--- config.mk ---
export PLATFORM = sky130hd
export DESIGN_NAME = ir_remote_carrier_generator
export DESIGN_NICKNAME = d
export VERILOG_FILES = /design/src/core/ir_carrier_pkg.sv /design/src/core/ir_tick_div.sv /design/src/core/ir_remote_carrier_generator.sv
export SDC_FILE = /design/constraint.sdc
export NUM_CORES = 1
export LEC_CHECK = 0
export ABC_AREA = 1
export BUFFER_PORTS_ARGS = -buffer_cell sky130_fd_sc_hd__buf_2
export CAP_MARGIN = 20
export CORE_UTILIZATION = 35
export DETAILED_ROUTE_END_ITERATION = 12
export GPL_ROUTABILITY_DRIVEN = 0
export MAX_ROUTING_LAYER = met4
export PLACE_DENSITY_LB_ADDON = 0.1
export SYNTH_ARGS = -nofsm -noshare
export SYNTH_HDL_FRONTEND = slang
export SYNTH_SLANG_ARGS = --single-unit
--- constraint.sdc ---
create_clock -name i_ref_clk -period 4.7 [get_ports i_ref_clk]
set_clock_uncertainty 0.1 [all_clocks]
set_input_delay 0 -clock i_ref_clk [delete_from_list [all_inputs] [get_ports i_ref_clk]]
set_output_delay 0 -clock i_ref_clk [all_outputs]
set_load 0.01 [all_outputs]
--- src/core/ir_carrier_pkg.sv ---
package ir_carrier_pkg;

  // Register byte offsets on the AXI4-Lite slave
  localparam logic [7:0] MODE_OFFS      = 8'h00;
  localparam logic [7:0] CAR_HIGH_OFFS  = 8'h04;
  localparam logic [7:0] CAR_LOW_OFFS   = 8'h08;
  localparam logic [7:0] PUL_HIGH_OFFS  = 8'h0c;
  localparam logic [7:0] PUL_LOW_OFFS   = 8'h10;
  localparam logic [7:0] LATCH_OFFS     = 8'h14;
  localparam logic [7:0] BUFFER_OFFS    = 8'h18;
  localparam logic [7:0] STATUS_OFFS    = 8'h1c;
  localparam logic [7:0] IRQ_EN_OFFS    = 8'h20;
  localparam logic [7:0] IRQ_CLR_OFFS   = 8'h24;
  localparam logic [7:0] CLK_SEL_OFFS   = 8'h28;

  // Mode register fields
  localparam int MODE_PULSE_PS_LSB = 0;
  localparam int MODE_PULSE_EN_BIT = 3;
  localparam int MODE_CAR_PS_LSB   = 4;
  localparam int MODE_GEN_EN_BIT   = 6;

  // Reset values
  localparam logic [7:0] MODE_RST  = 8'h00;
  localparam logic [5:0] COUNT_RST = 6'h00;
  localparam logic [7:0] PULSE_RST = 8'h00;
  localparam logic [7:0] LATCH_RST = 8'h00;

  // Source tick: selected system clock divided by two
  localparam int SRC_DIV = 2;

  // AXI responses
  localparam logic [1:0] RESP_OKAY   = 2'b00;
  localparam logic [1:0] RESP_SLVERR = 2'b10;

  // Status bit positions
  localparam int ST_PULSE_DONE = 0;
  localparam int ST_LATCH_LOAD = 1;
  localparam int ST_WIDTH      = 2;

endpackage

--- src/core/ir_tick_div.sv ---
`timescale 1ns/1ps
// Prescaled tick: pulses once every (scale+1) input ticks
module ir_tick_div #(
  parameter int PS_W = 3
) (
  input  wire logic            i_ref_clk,
  input  wire logic            i_rst_n,
  input  wire logic            i_run,
  input  wire logic            i_tick,
  input  wire logic [PS_W-1:0] i_scale,
  output logic                 o_tick
);
  logic [PS_W-1:0] cnt_ff;

  // Counter restarts when stopped so the first phase is full length
  always_ff @(posedge i_ref_clk or negedge i_rst_n) begin
    if (!i_rst_n) begin
      cnt_ff <= '0;
      o_tick <= 1'b0;
    end else if (!i_run) begin
      cnt_ff <= '0;
      o_tick <= 1'b0;
    end else if (i_tick) begin
      o_tick <= (cnt_ff >= i_scale);
      cnt_ff <= (cnt_ff >= i_scale) ? '0 : cnt_ff + 1'b1;
    end else begin
      o_tick <= 1'b0;
    end
  end
endmodule

--- src/core/ir_remote_carrier_generator.sv ---
// Chosen here: the address map and the AXI4-Lite register port.
`timescale 1ns/1ps
module ir_remote_carrier_generator (
  input  wire logic        i_ref_clk,
  input  wire logic        i_rst_n,
  input  wire logic        i_sub_clk_tick,
  input  wire logic        i_timer8_irq,
  input  wire logic [7:0]  s_axi_awaddr,
  input  wire logic        s_axi_awvalid,
  output logic             s_axi_awready,
  input  wire logic [31:0] s_axi_wdata,
  input  wire logic [3:0]  s_axi_wstrb,
  input  wire logic        s_axi_wvalid,
  output logic             s_axi_wready,
  output logic [1:0]       s_axi_bresp,
  output logic             s_axi_bvalid,
  input  wire logic        s_axi_bready,
  input  wire logic [7:0]  s_axi_araddr,
  input  wire logic        s_axi_arvalid,
  output logic             s_axi_arready,
  output logic [31:0]      s_axi_rdata,
  output logic [1:0]       s_axi_rresp,
  output logic             s_axi_rvalid,
  input  wire logic        s_axi_rready,
  output logic             o_ir_carrier_out,
  output logic             o_irq
);
  import ir_carrier_pkg::*;

  logic [7:0]          carrier_mode_reg_ff;
  logic [5:0]          carrier_high_count_ff;
  logic [5:0]          carrier_low_count_ff;
  logic [7:0]          pulse_high_count_ff;
  logic [7:0]          pulse_low_count_ff;
  logic [7:0]          output_data_latch_ff;
  logic [7:0]          output_buffer_ff;
  logic                clk_sel_sub_ff;
  logic [ST_WIDTH-1:0] status_ff;
  logic [ST_WIDTH-1:0] irq_en_ff;
  logic                src_half_ff;
  logic                src_tick_ff;
  logic [5:0]          carrier_cnt_ff;
  logic                carrier_ph_ff;
  logic [7:0]          pulse_length_counter_ff;
  logic                pulse_ph_ff;
  logic                pulse_done_ff;
  logic                aw_got_ff;
  logic                w_got_ff;
  logic [7:0]          aw_addr_ff;
  logic [31:0]         w_data_ff;
  logic [3:0]          w_strb_ff;
  logic                car_tick;
  logic                pul_tick;
  logic                gen_en;
  logic                pul_en;
  logic                wr_fire;
  logic [ST_WIDTH-1:0] clr_bits;

  assign gen_en = carrier_mode_reg_ff[MODE_GEN_EN_BIT];
  assign pul_en = carrier_mode_reg_ff[MODE_PULSE_EN_BIT];

  // Byte-lane merge for writes into narrow registers
  function automatic logic [7:0] merge8(input logic [7:0] old, input logic [31:0] d,
                                         input logic [3:0] s);
    merge8 = s[0] ? d[7:0] : old;
  endfunction

  // ---------------- AXI4-Lite write side ----------------
  assign wr_fire = aw_got_ff && w_got_ff && !s_axi_bvalid;

  // Address and data taken in either order, response after both
  always_ff @(posedge i_ref_clk or negedge i_rst_n) begin
    if (!i_rst_n) begin
      s_axi_awready <= 1'b1;
      s_axi_wready  <= 1'b1;
      aw_got_ff     <= 1'b0;
      w_got_ff      <= 1'b0;
      aw_addr_ff    <= 8'h00;
      w_data_ff     <= 32'h0000_0000;
      w_strb_ff     <= 4'h0;
      s_axi_bvalid  <= 1'b0;
      s_axi_bresp   <= RESP_OKAY;
    end else begin
      if (s_axi_awvalid && s_axi_awready) begin
        aw_addr_ff    <= s_axi_awaddr;
        aw_got_ff     <= 1'b1;
        s_axi_awready <= 1'b0;
      end
      if (s_axi_wvalid && s_axi_wready) begin
        w_data_ff    <= s_axi_wdata;
        w_strb_ff    <= s_axi_wstrb;
        w_got_ff     <= 1'b1;
        s_axi_wready <= 1'b0;
      end
      if (wr_fire) begin
        s_axi_bvalid <= 1'b1;
        aw_got_ff    <= 1'b0;
        w_got_ff     <= 1'b0;
        unique case (aw_addr_ff)
          MODE_OFFS, CAR_HIGH_OFFS, CAR_LOW_OFFS, PUL_HIGH_OFFS, PUL_LOW_OFFS,
          LATCH_OFFS, BUFFER_OFFS, STATUS_OFFS, IRQ_EN_OFFS, IRQ_CLR_OFFS,
          CLK_SEL_OFFS: s_axi_bresp <= RESP_OKAY;
          default:      s_axi_bresp <= RESP_SLVERR;
        endcase
      end
      if (s_axi_bvalid && s_axi_bready) begin
        s_axi_bvalid  <= 1'b0;
        s_axi_awready <= 1'b1;
        s_axi_wready  <= 1'b1;
      end
    end
  end

  // Software-written configuration registers
  always_ff @(posedge i_ref_clk or negedge i_rst_n) begin
    if (!i_rst_n) begin
      carrier_mode_reg_ff   <= MODE_RST;
      carrier_high_count_ff <= COUNT_RST;
      carrier_low_count_ff  <= COUNT_RST;
      pulse_high_count_ff   <= PULSE_RST;
      pulse_low_count_ff    <= PULSE_RST;
      output_buffer_ff      <= LATCH_RST;
      irq_en_ff             <= '0;
      clk_sel_sub_ff        <= 1'b0;
    end else if (wr_fire) begin
      unique case (aw_addr_ff)
        MODE_OFFS:     carrier_mode_reg_ff <= merge8(carrier_mode_reg_ff, w_data_ff, w_strb_ff);
        CAR_HIGH_OFFS: begin
          if (w_strb_ff[0]) carrier_high_count_ff <= w_data_ff[5:0];
        end
        CAR_LOW_OFFS:  begin
          if (w_strb_ff[0]) carrier_low_count_ff <= w_data_ff[5:0];
        end
        PUL_HIGH_OFFS: pulse_high_count_ff <= merge8(pulse_high_count_ff, w_data_ff, w_strb_ff);
        PUL_LOW_OFFS:  pulse_low_count_ff <= merge8(pulse_low_count_ff, w_data_ff, w_strb_ff);
        BUFFER_OFFS:   output_buffer_ff <= merge8(output_buffer_ff, w_data_ff, w_strb_ff);
        IRQ_EN_OFFS:   begin
          if (w_strb_ff[0]) irq_en_ff <= w_data_ff[ST_WIDTH-1:0];
        end
        CLK_SEL_OFFS:  begin
          if (w_strb_ff[0]) clk_sel_sub_ff <= w_data_ff[0];
        end
        default: ;
      endcase
    end
  end

  // timer reload of latch
  // Timer reload wins over a same-cycle software write to the latch
  always_ff @(posedge i_ref_clk or negedge i_rst_n) begin
    if (!i_rst_n) begin
      output_data_latch_ff <= LATCH_RST;
    end else if (i_timer8_irq) begin
      output_data_latch_ff <= output_buffer_ff;
    end else if (wr_fire && aw_addr_ff == LATCH_OFFS && w_strb_ff[0]) begin
      output_data_latch_ff <= w_data_ff[7:0];
    end
  end

  // ---------------- AXI4-Lite read side ----------------
  always_ff @(posedge i_ref_clk or negedge i_rst_n) begin
    if (!i_rst_n) begin
      s_axi_arready <= 1'b1;
      s_axi_rvalid  <= 1'b0;
      s_axi_rdata   <= 32'h0000_0000;
      s_axi_rresp   <= RESP_OKAY;
    end else if (s_axi_arvalid && s_axi_arready) begin
      s_axi_arready <= 1'b0;
      s_axi_rvalid  <= 1'b1;
      s_axi_rresp   <= RESP_OKAY;
      unique case (s_axi_araddr)
        MODE_OFFS:     s_axi_rdata <= {24'h000000, carrier_mode_reg_ff};
        CAR_HIGH_OFFS: s_axi_rdata <= {26'h0000000, carrier_high_count_ff};
        CAR_LOW_OFFS:  s_axi_rdata <= {26'h0000000, carrier_low_count_ff};
        PUL_HIGH_OFFS: s_axi_rdata <= {24'h000000, pulse_high_count_ff};
        PUL_LOW_OFFS:  s_axi_rdata <= {24'h000000, pulse_low_count_ff};
        LATCH_OFFS:    s_axi_rdata <= {24'h000000, output_data_latch_ff};
        BUFFER_OFFS:   s_axi_rdata <= {24'h000000, output_buffer_ff};
        STATUS_OFFS:   s_axi_rdata <= {30'h00000000, status_ff};
        IRQ_EN_OFFS:   s_axi_rdata <= {30'h00000000, irq_en_ff};
        IRQ_CLR_OFFS:  s_axi_rdata <= 32'h0000_0000;
        CLK_SEL_OFFS:  s_axi_rdata <= {31'h00000000, clk_sel_sub_ff};
        default: begin
          s_axi_rdata <= 32'h0000_0000;
          s_axi_rresp <= RESP_SLVERR;
        end
      endcase
    end else if (s_axi_rvalid && s_axi_rready) begin
      s_axi_rvalid  <= 1'b0;
      s_axi_arready <= 1'b1;
    end
  end

  // ---------------- Source clock ----------------
  // halve selected clock
  // Main clock is this clock; sub clock arrives as a tick enable
  always_ff @(posedge i_ref_clk or negedge i_rst_n) begin
    if (!i_rst_n) begin
      src_half_ff <= 1'b0;
      src_tick_ff <= 1'b0;
    end else if (clk_sel_sub_ff ? i_sub_clk_tick : 1'b1) begin
      src_half_ff <= ~src_half_ff;
      src_tick_ff <= src_half_ff;
    end else begin
      src_tick_ff <= 1'b0;
    end
  end

  ir_tick_div #(.PS_W(2)) u_car_div (
    .i_ref_clk (i_ref_clk),
    .i_rst_n   (i_rst_n),
    .i_run     (gen_en),
    .i_tick    (src_tick_ff),
    .i_scale   (carrier_mode_reg_ff[MODE_CAR_PS_LSB +: 2]),
    .o_tick    (car_tick)
  );

  ir_tick_div #(.PS_W(3)) u_pul_div (
    .i_ref_clk (i_ref_clk),
    .i_rst_n   (i_rst_n),
    .i_run     (pul_en),
    .i_tick    (src_tick_ff),
    .i_scale   (carrier_mode_reg_ff[MODE_PULSE_PS_LSB +: 3]),
    .o_tick    (pul_tick)
  );

  // zero count parks the carrier low
  always_ff @(posedge i_ref_clk or negedge i_rst_n) begin
    if (!i_rst_n) begin
      carrier_cnt_ff <= 6'h00;
      carrier_ph_ff  <= 1'b0;
    end else if (!gen_en || carrier_high_count_ff == 6'h00 || carrier_low_count_ff == 6'h00) begin
      carrier_cnt_ff <= 6'h00;
      carrier_ph_ff  <= 1'b0;
    end else if (car_tick) begin
      if (carrier_cnt_ff + 6'h01 >=
          (carrier_ph_ff ? carrier_high_count_ff : carrier_low_count_ff)) begin
        carrier_cnt_ff <= 6'h00;
        carrier_ph_ff  <= ~carrier_ph_ff;
      end else begin
        carrier_cnt_ff <= carrier_cnt_ff + 6'h01;
      end
    end
  end

  // data pulse timer alternates high then low
  always_ff @(posedge i_ref_clk or negedge i_rst_n) begin
    if (!i_rst_n) begin
      pulse_length_counter_ff <= 8'h00;
      pulse_ph_ff             <= 1'b1;
      pulse_done_ff           <= 1'b0;
    end else if (!pul_en) begin
      pulse_length_counter_ff <= 8'h00;
      pulse_ph_ff             <= 1'b1;
      pulse_done_ff           <= 1'b0;
    end else if (pul_tick) begin
      if (pulse_length_counter_ff + 8'h01 >=
          (pulse_ph_ff ? pulse_high_count_ff : pulse_low_count_ff)) begin
        pulse_length_counter_ff <= 8'h00;
        pulse_ph_ff             <= ~pulse_ph_ff;
        pulse_done_ff           <= ~pulse_ph_ff;
      end else begin
        pulse_length_counter_ff <= pulse_length_counter_ff + 8'h01;
        pulse_done_ff           <= 1'b0;
      end
    end else begin
      pulse_done_ff <= 1'b0;
    end
  end

  // ---------------- Interrupts ----------------
  assign clr_bits = (wr_fire && aw_addr_ff == IRQ_CLR_OFFS && w_strb_ff[0]) ?
                    w_data_ff[ST_WIDTH-1:0] : '0;

  // sticky flags; a new event beats a same-cycle clear
  always_ff @(posedge i_ref_clk or negedge i_rst_n) begin
    if (!i_rst_n) begin
      status_ff <= '0;
      o_irq     <= 1'b0;
    end else begin
      status_ff[ST_PULSE_DONE] <= pulse_done_ff |
                                  (status_ff[ST_PULSE_DONE] & ~clr_bits[ST_PULSE_DONE]);
      status_ff[ST_LATCH_LOAD] <= i_timer8_irq |
                                  (status_ff[ST_LATCH_LOAD] & ~clr_bits[ST_LATCH_LOAD]);
      o_irq <= |(status_ff & irq_en_ff);
    end
  end

  // gate carrier with latch bit zero
  always_ff @(posedge i_ref_clk or negedge i_rst_n) begin
    if (!i_rst_n) begin
      o_ir_carrier_out <= 1'b0;
    end else begin
      o_ir_carrier_out <= output_data_latch_ff[0] & carrier_ph_ff & gen_en;
    end
  end

  // pin low when latch bit is zero
  a_pin_gated : assert property (@(posedge i_ref_clk) disable iff (!i_rst_n)
    !$past(output_data_latch_ff[0]) |-> !o_ir_carrier_out)
    else $error("carrier pin high while latch bit zero");

  a_latch_reload : assert property (@(posedge i_ref_clk) disable iff (!i_rst_n)
    i_timer8_irq |=> output_data_latch_ff == $past(output_buffer_ff))
    else $error("latch not reloaded from buffer");

  // source tick never on consecutive cycles
  a_src_halved : assert property (@(posedge i_ref_clk) disable iff (!i_rst_n)
    src_tick_ff |=> !src_tick_ff)
    else $error("source tick not halved");

  // carrier step only on prescaled tick
  a_car_step : assert property (@(posedge i_ref_clk) disable iff (!i_rst_n)
    (gen_en && !car_tick && $past(gen_en) && $stable(carrier_high_count_ff)
     && $stable(carrier_low_count_ff)) |=> $stable(carrier_cnt_ff))
    else $error("carrier counter moved without tick");

  // phase flips only at count end
  a_phase_flip : assert property (@(posedge i_ref_clk) disable iff (!i_rst_n)
    (gen_en && $changed(carrier_ph_ff) && $past(gen_en)) |-> carrier_cnt_ff == 6'h00)
    else $error("carrier phase flipped mid count");

  a_gen_off : assert property (@(posedge i_ref_clk) disable iff (!i_rst_n)
    !gen_en |=> !o_ir_carrier_out)
    else $error("pin driven while generator off");

  a_pulse_flag : assert property (@(posedge i_ref_clk) disable iff (!i_rst_n)
    pulse_done_ff |=> status_ff[ST_PULSE_DONE])
    else $error("pulse end did not set flag");

  a_irq_level : assert property (@(posedge i_ref_clk) disable iff (!i_rst_n)
    |(status_ff & irq_en_ff) |=> o_irq)
    else $error("interrupt not raised");
endmodule

==> out/results.txt <==
The tools report the maximum clock frequency as 0.409 GHz. The switching fraction of total power is 33.8%, and the initial antenna violation count is 0. For the site row count, the log shows 49.

Gates resized during post-CTS repair numbered 0. The origin of the critical flop-to-flop path is pulse_length_counter_ff[0]$_DFFE_PN0P_. Element type at the critical path end: a flop. The net switching power came out at 1130 uW.

The run gives 0 as the number of max-cap violations. TritonCTS built the clock tree. Summing all multi-input logic gate instances after layout gives 0.00292 mm^2. From synthesis to final layout, the design area changed by 18.6%. The distinct cell type count of the synthesized netlist is 42, and the share of the synthesized area in the top cell type is 45.0%.

For the number of cells produced by synthesis, the log shows 800. In this run the worst setup path terminates at pulse_length_counter_ff[1]$_DFFE_PN0P_. The full die area was 0.0188 mm^2. The period utilization was 52.0%; the post-CTS setup buffer count was 0. The maximum fanout count along the critical path works out to 5.

The flow ran to the end, and the final reports show no timing, DRC or antenna violations. Power comes to 3330 uW. The run gives 41.9% as the share of power burned in registers. The logs give 0.00378 uW for the leakage dissipation and 0.0179 mm^2 for the area of the core. Measured slew at the worst slew-check pin: 811 ps.

Setup repair after global routing left no endpoint under its margin. TritonCTS created 17 clock buffers. The dominant register cell in the synthesized netlist is dfrtp_1.

Largest net degree at the start of global routing: 62. For the max-slew violation total from the final report, the log shows 0. In the synthesized netlist, the cells that appear most often are nand2_1, dfrtp_1, inv_1, nor2_1, o21ai_0. The logs give 964 for the final net count and 2260 ps for the worst reg-to-reg setup slack. By area the synthesized netlist is led by dfrtp_1, nand2_1, o21ai_0.

The run gives 0 as the number of hold violations in the final report. Along the worst hold path, the cell count comes to 4. The die outline width is 137 um, and the shortest clock period the worst path allows after layout is 2440 ps. For the portion of the post-synthesis area used by sequential elements, the log shows 46.7%. 104 I/O pins were placed. The run gives 4 as the count of H-tree levels built during CTS. The layout cell share with drive strength beyond 1 works out to 14.1%. Of all cell types, the one taking the most synthesized area is dfrtp_1. For this run, asynchronously set or reset flops after synthesis account for 100%. In the final layout, flip-flops and latches occupy 0.00298 mm^2.

Per-instance average area after synthesis: 7.99 um^2. In this run the cell area of the synthesized design comes to 0.00639 mm^2. The worst pin sits at a relative slew slack of 45.9%. The logs give 0 for the post-route antenna net violation count and 37.9% for the clock network fraction of total power.

The type of the most critical hold path was input pin to flop. In this run, synthesis inferred 0 flip-flops with an integrated enable. In this run the deepest clock path goes through 2 buffers. The number of vias after detailed routing is 5314. The buffer cell driving the clock tree root is clkbuf_16. The endpoint identified for the worst register-to-register timing path is pulse_length_counter_ff[1]$_DFFE_PN0P_. The filler cell count in the final layout is 1817, and the initial standard-cell utilization of the core is 35.7%. For the DRC violation count after routing, the log shows 0.

The tools report the total wire length as 16.2 mm. Setup violations remaining at the end of the flow were counted as 0. The worst register-to-register path has a depth of 10. The synthesized flop and latch total was 119; the number of diodes added for antenna fixing was 0. For this design, the sink count on the clock tree is 119.

Buffers placed on the I/O ports in this run total 50. The mean number of vias per cell is 4.73, and the die outline height is 137 um. Yosys printed 0 warnings. Clock-pin slew was measured on the worst setup and hold paths at 60 ps.

The tightest hold path in the finished design has a slack of 21.6 ps. Yosys instantiated no cell more often than nand2_1. Combinational logic is responsible for 20.2% of the overall power. Data arrives at the worst endpoint at 2680 ps. At the later pin of the worst-skew pair, clock insertion delay measures 420 ps. The DRC violation total after the first TritonRoute iteration came out at 307.

Across the VDD grid, the largest voltage drop is 0.310 mV. Global routing finished with a remaining overflow of 0. For the first-pass GRT wire length, the log shows 26.0 mm.

The global-route usage over all layers was 19.1%. The first detailed-routing pass took 5 iterations. The total of hold buffers inserted after clock tree synthesis is 26, and the via count of the first global-routing pass is 4987. In this run the worst setup path begins at pulse_length_counter_ff[0]$_DFFE_PN0P_.

Summed over all nets, the half-perimeter wirelength after detailed placement is 11.8 mm. STA puts the critical path data required time at 4940 ps. Category of the critical setup timing path: flop to flop.

The internal power of the cells totals 2210 uW. Dividing total power by cell area gives a power density of 440 mW/mm^2. The mean routed wirelength per cell was 14.4 um. The critical path startpoint category was a flop. The tools report the total negative slack as 0 ps.
## stage by stage
| step | instances | utilization, % | setup WS (ps) | cell area (um^2) |
|---|---|---|---|---|
| 5_1_grt | 1123 | 42.3 | 1990 | 7580 |
| 2_1_floorplan | 825 | - | 2600 | 6480 |
| 3_5_place_dp | 1065 | 37.7 | 2260 | 6740 |
| 3_3_place_gp | 1065 | 37.7 | 2310 | 6740 |
| 4_1_cts | 1123 | 42.3 | 2260 | 7580 |
| 6_report | 1123 | 42.3 | 2260 | 7580 |
## routing by layer
layer	track usage (%)	wire, um
met4	6.65	238
met1	24.9	7550
met3	4.04	677
met2	29.3	7690
met5	-	0
## layout by cell type, fill, tap and decap left out, types with 6 or more instances in the layout
cell type / synthesis / routed
nand2_1: 253 / 253
dfrtp_1: 115 / 115
inv_1: 70 / 70
nor2_1: 68 / 68
o21ai_0: 56 / 56
nand3_1: 49 / 49
buf_2: 4 / 49
conb_1: 1 / 26
dlygate4sd3_1: 0 / 26
ha_1: 22 / 22
o21ai_1: 21 / 21
clkbuf_16: 0 / 17
nor2_2: 9 / 9
mux2i_1: 8 / 8
xor2_1: 8 / 8
o21ai_2: 8 / 8
a21oi_1: 7 / 7
nor3_1: 6 / 6
o22ai_1: 6 / 6
clkinvlp_4: 0 / 6
## worst min-delay path by stage
stage          slack (ps)          start                         endpoint
6_report               20  s_axi_arvalid        s_axi_arready$_DFFE_PN1P_
5_1_grt                60  s_axi_arvalid        s_axi_arready$_DFFE_PN1P_
4_1_cts                20  s_axi_arvalid        s_axi_arready$_DFFE_PN1P_
3_5_place_dp           60        i_rst_n  u_pul_div.cnt_ff[0]$_DFFE_PN0P_
3_3_place_gp           40        i_rst_n  u_pul_div.cnt_ff[0]$_DFFE_PN0P_
2_1_floorplan        -400        i_rst_n        aw_addr_ff[0]$_DFFE_PN0P_
## cell type report
class                   count  share of cell area (%)
clock buffers              19                    5.98
flip-flops and latches    119                    39.4
clock inverters            13                    1.63
inverters                  78                    3.90
repair buffers             77                    6.87
well taps                 229                    3.78
multi-input cells         588                    38.5
## cells by family (layout without fill, tap and decap cells)
group	after synthesis	count (layout)	share of synthesized area (%)
AO/OA/AOI/OAI	116	116	10.5
XOR/XNOR	9	9	1.23
adder cells (fa/ha/maj)	22	22	4.31
buffers and inverters	118	187	9.16
flip-flops	119	119	46.7
multiplexers	8	8	1.25
other	1	26	0.0587
AND/OR/NAND/NOR	407	407	26.8
## power by group through the flow
| stage | Clock, uW | Sequential (uW) | Combinational [uW] |
|---|---|---|---|
| 2_1_floorplan | 0 | 1370 | 465 |
| 3_3_place_gp | 0 | 1410 | 638 |
| 3_5_place_dp | 0 | 1410 | 656 |
| 4_1_cts | 1290 | 1400 | 683 |
| 5_1_grt | 1340 | 1430 | 779 |
| 6_report | 1270 | 1400 | 672 |
## sequential cells by signal (all words and copies together) (netlist names), 6 cells and up
name / count
s_axi_rdata: 8
pulse_high_count_ff: 8
pulse_length_counter_ff: 8
carrier_cnt_ff: 6
aw_addr_ff: 8
output_buffer_ff: 8
w_data_ff: 8
pulse_low_count_ff: 8
output_data_latch_ff: 8
carrier_high_count_ff: 6
carrier_low_count_ff: 6
carrier_mode_reg_ff: 8
## critical path: stages, from the launching register on
cell and delay [ps]:
dfrtp_1 420, nand3_1 190, nor3_1 300, nand2_1 80
nand2_1 70, nand2_1 70, ha_1 320, a21o_1 160
nor2_1 200, nand4_1 240, o21ai_0 210
(Power assumes the default switching activity.)
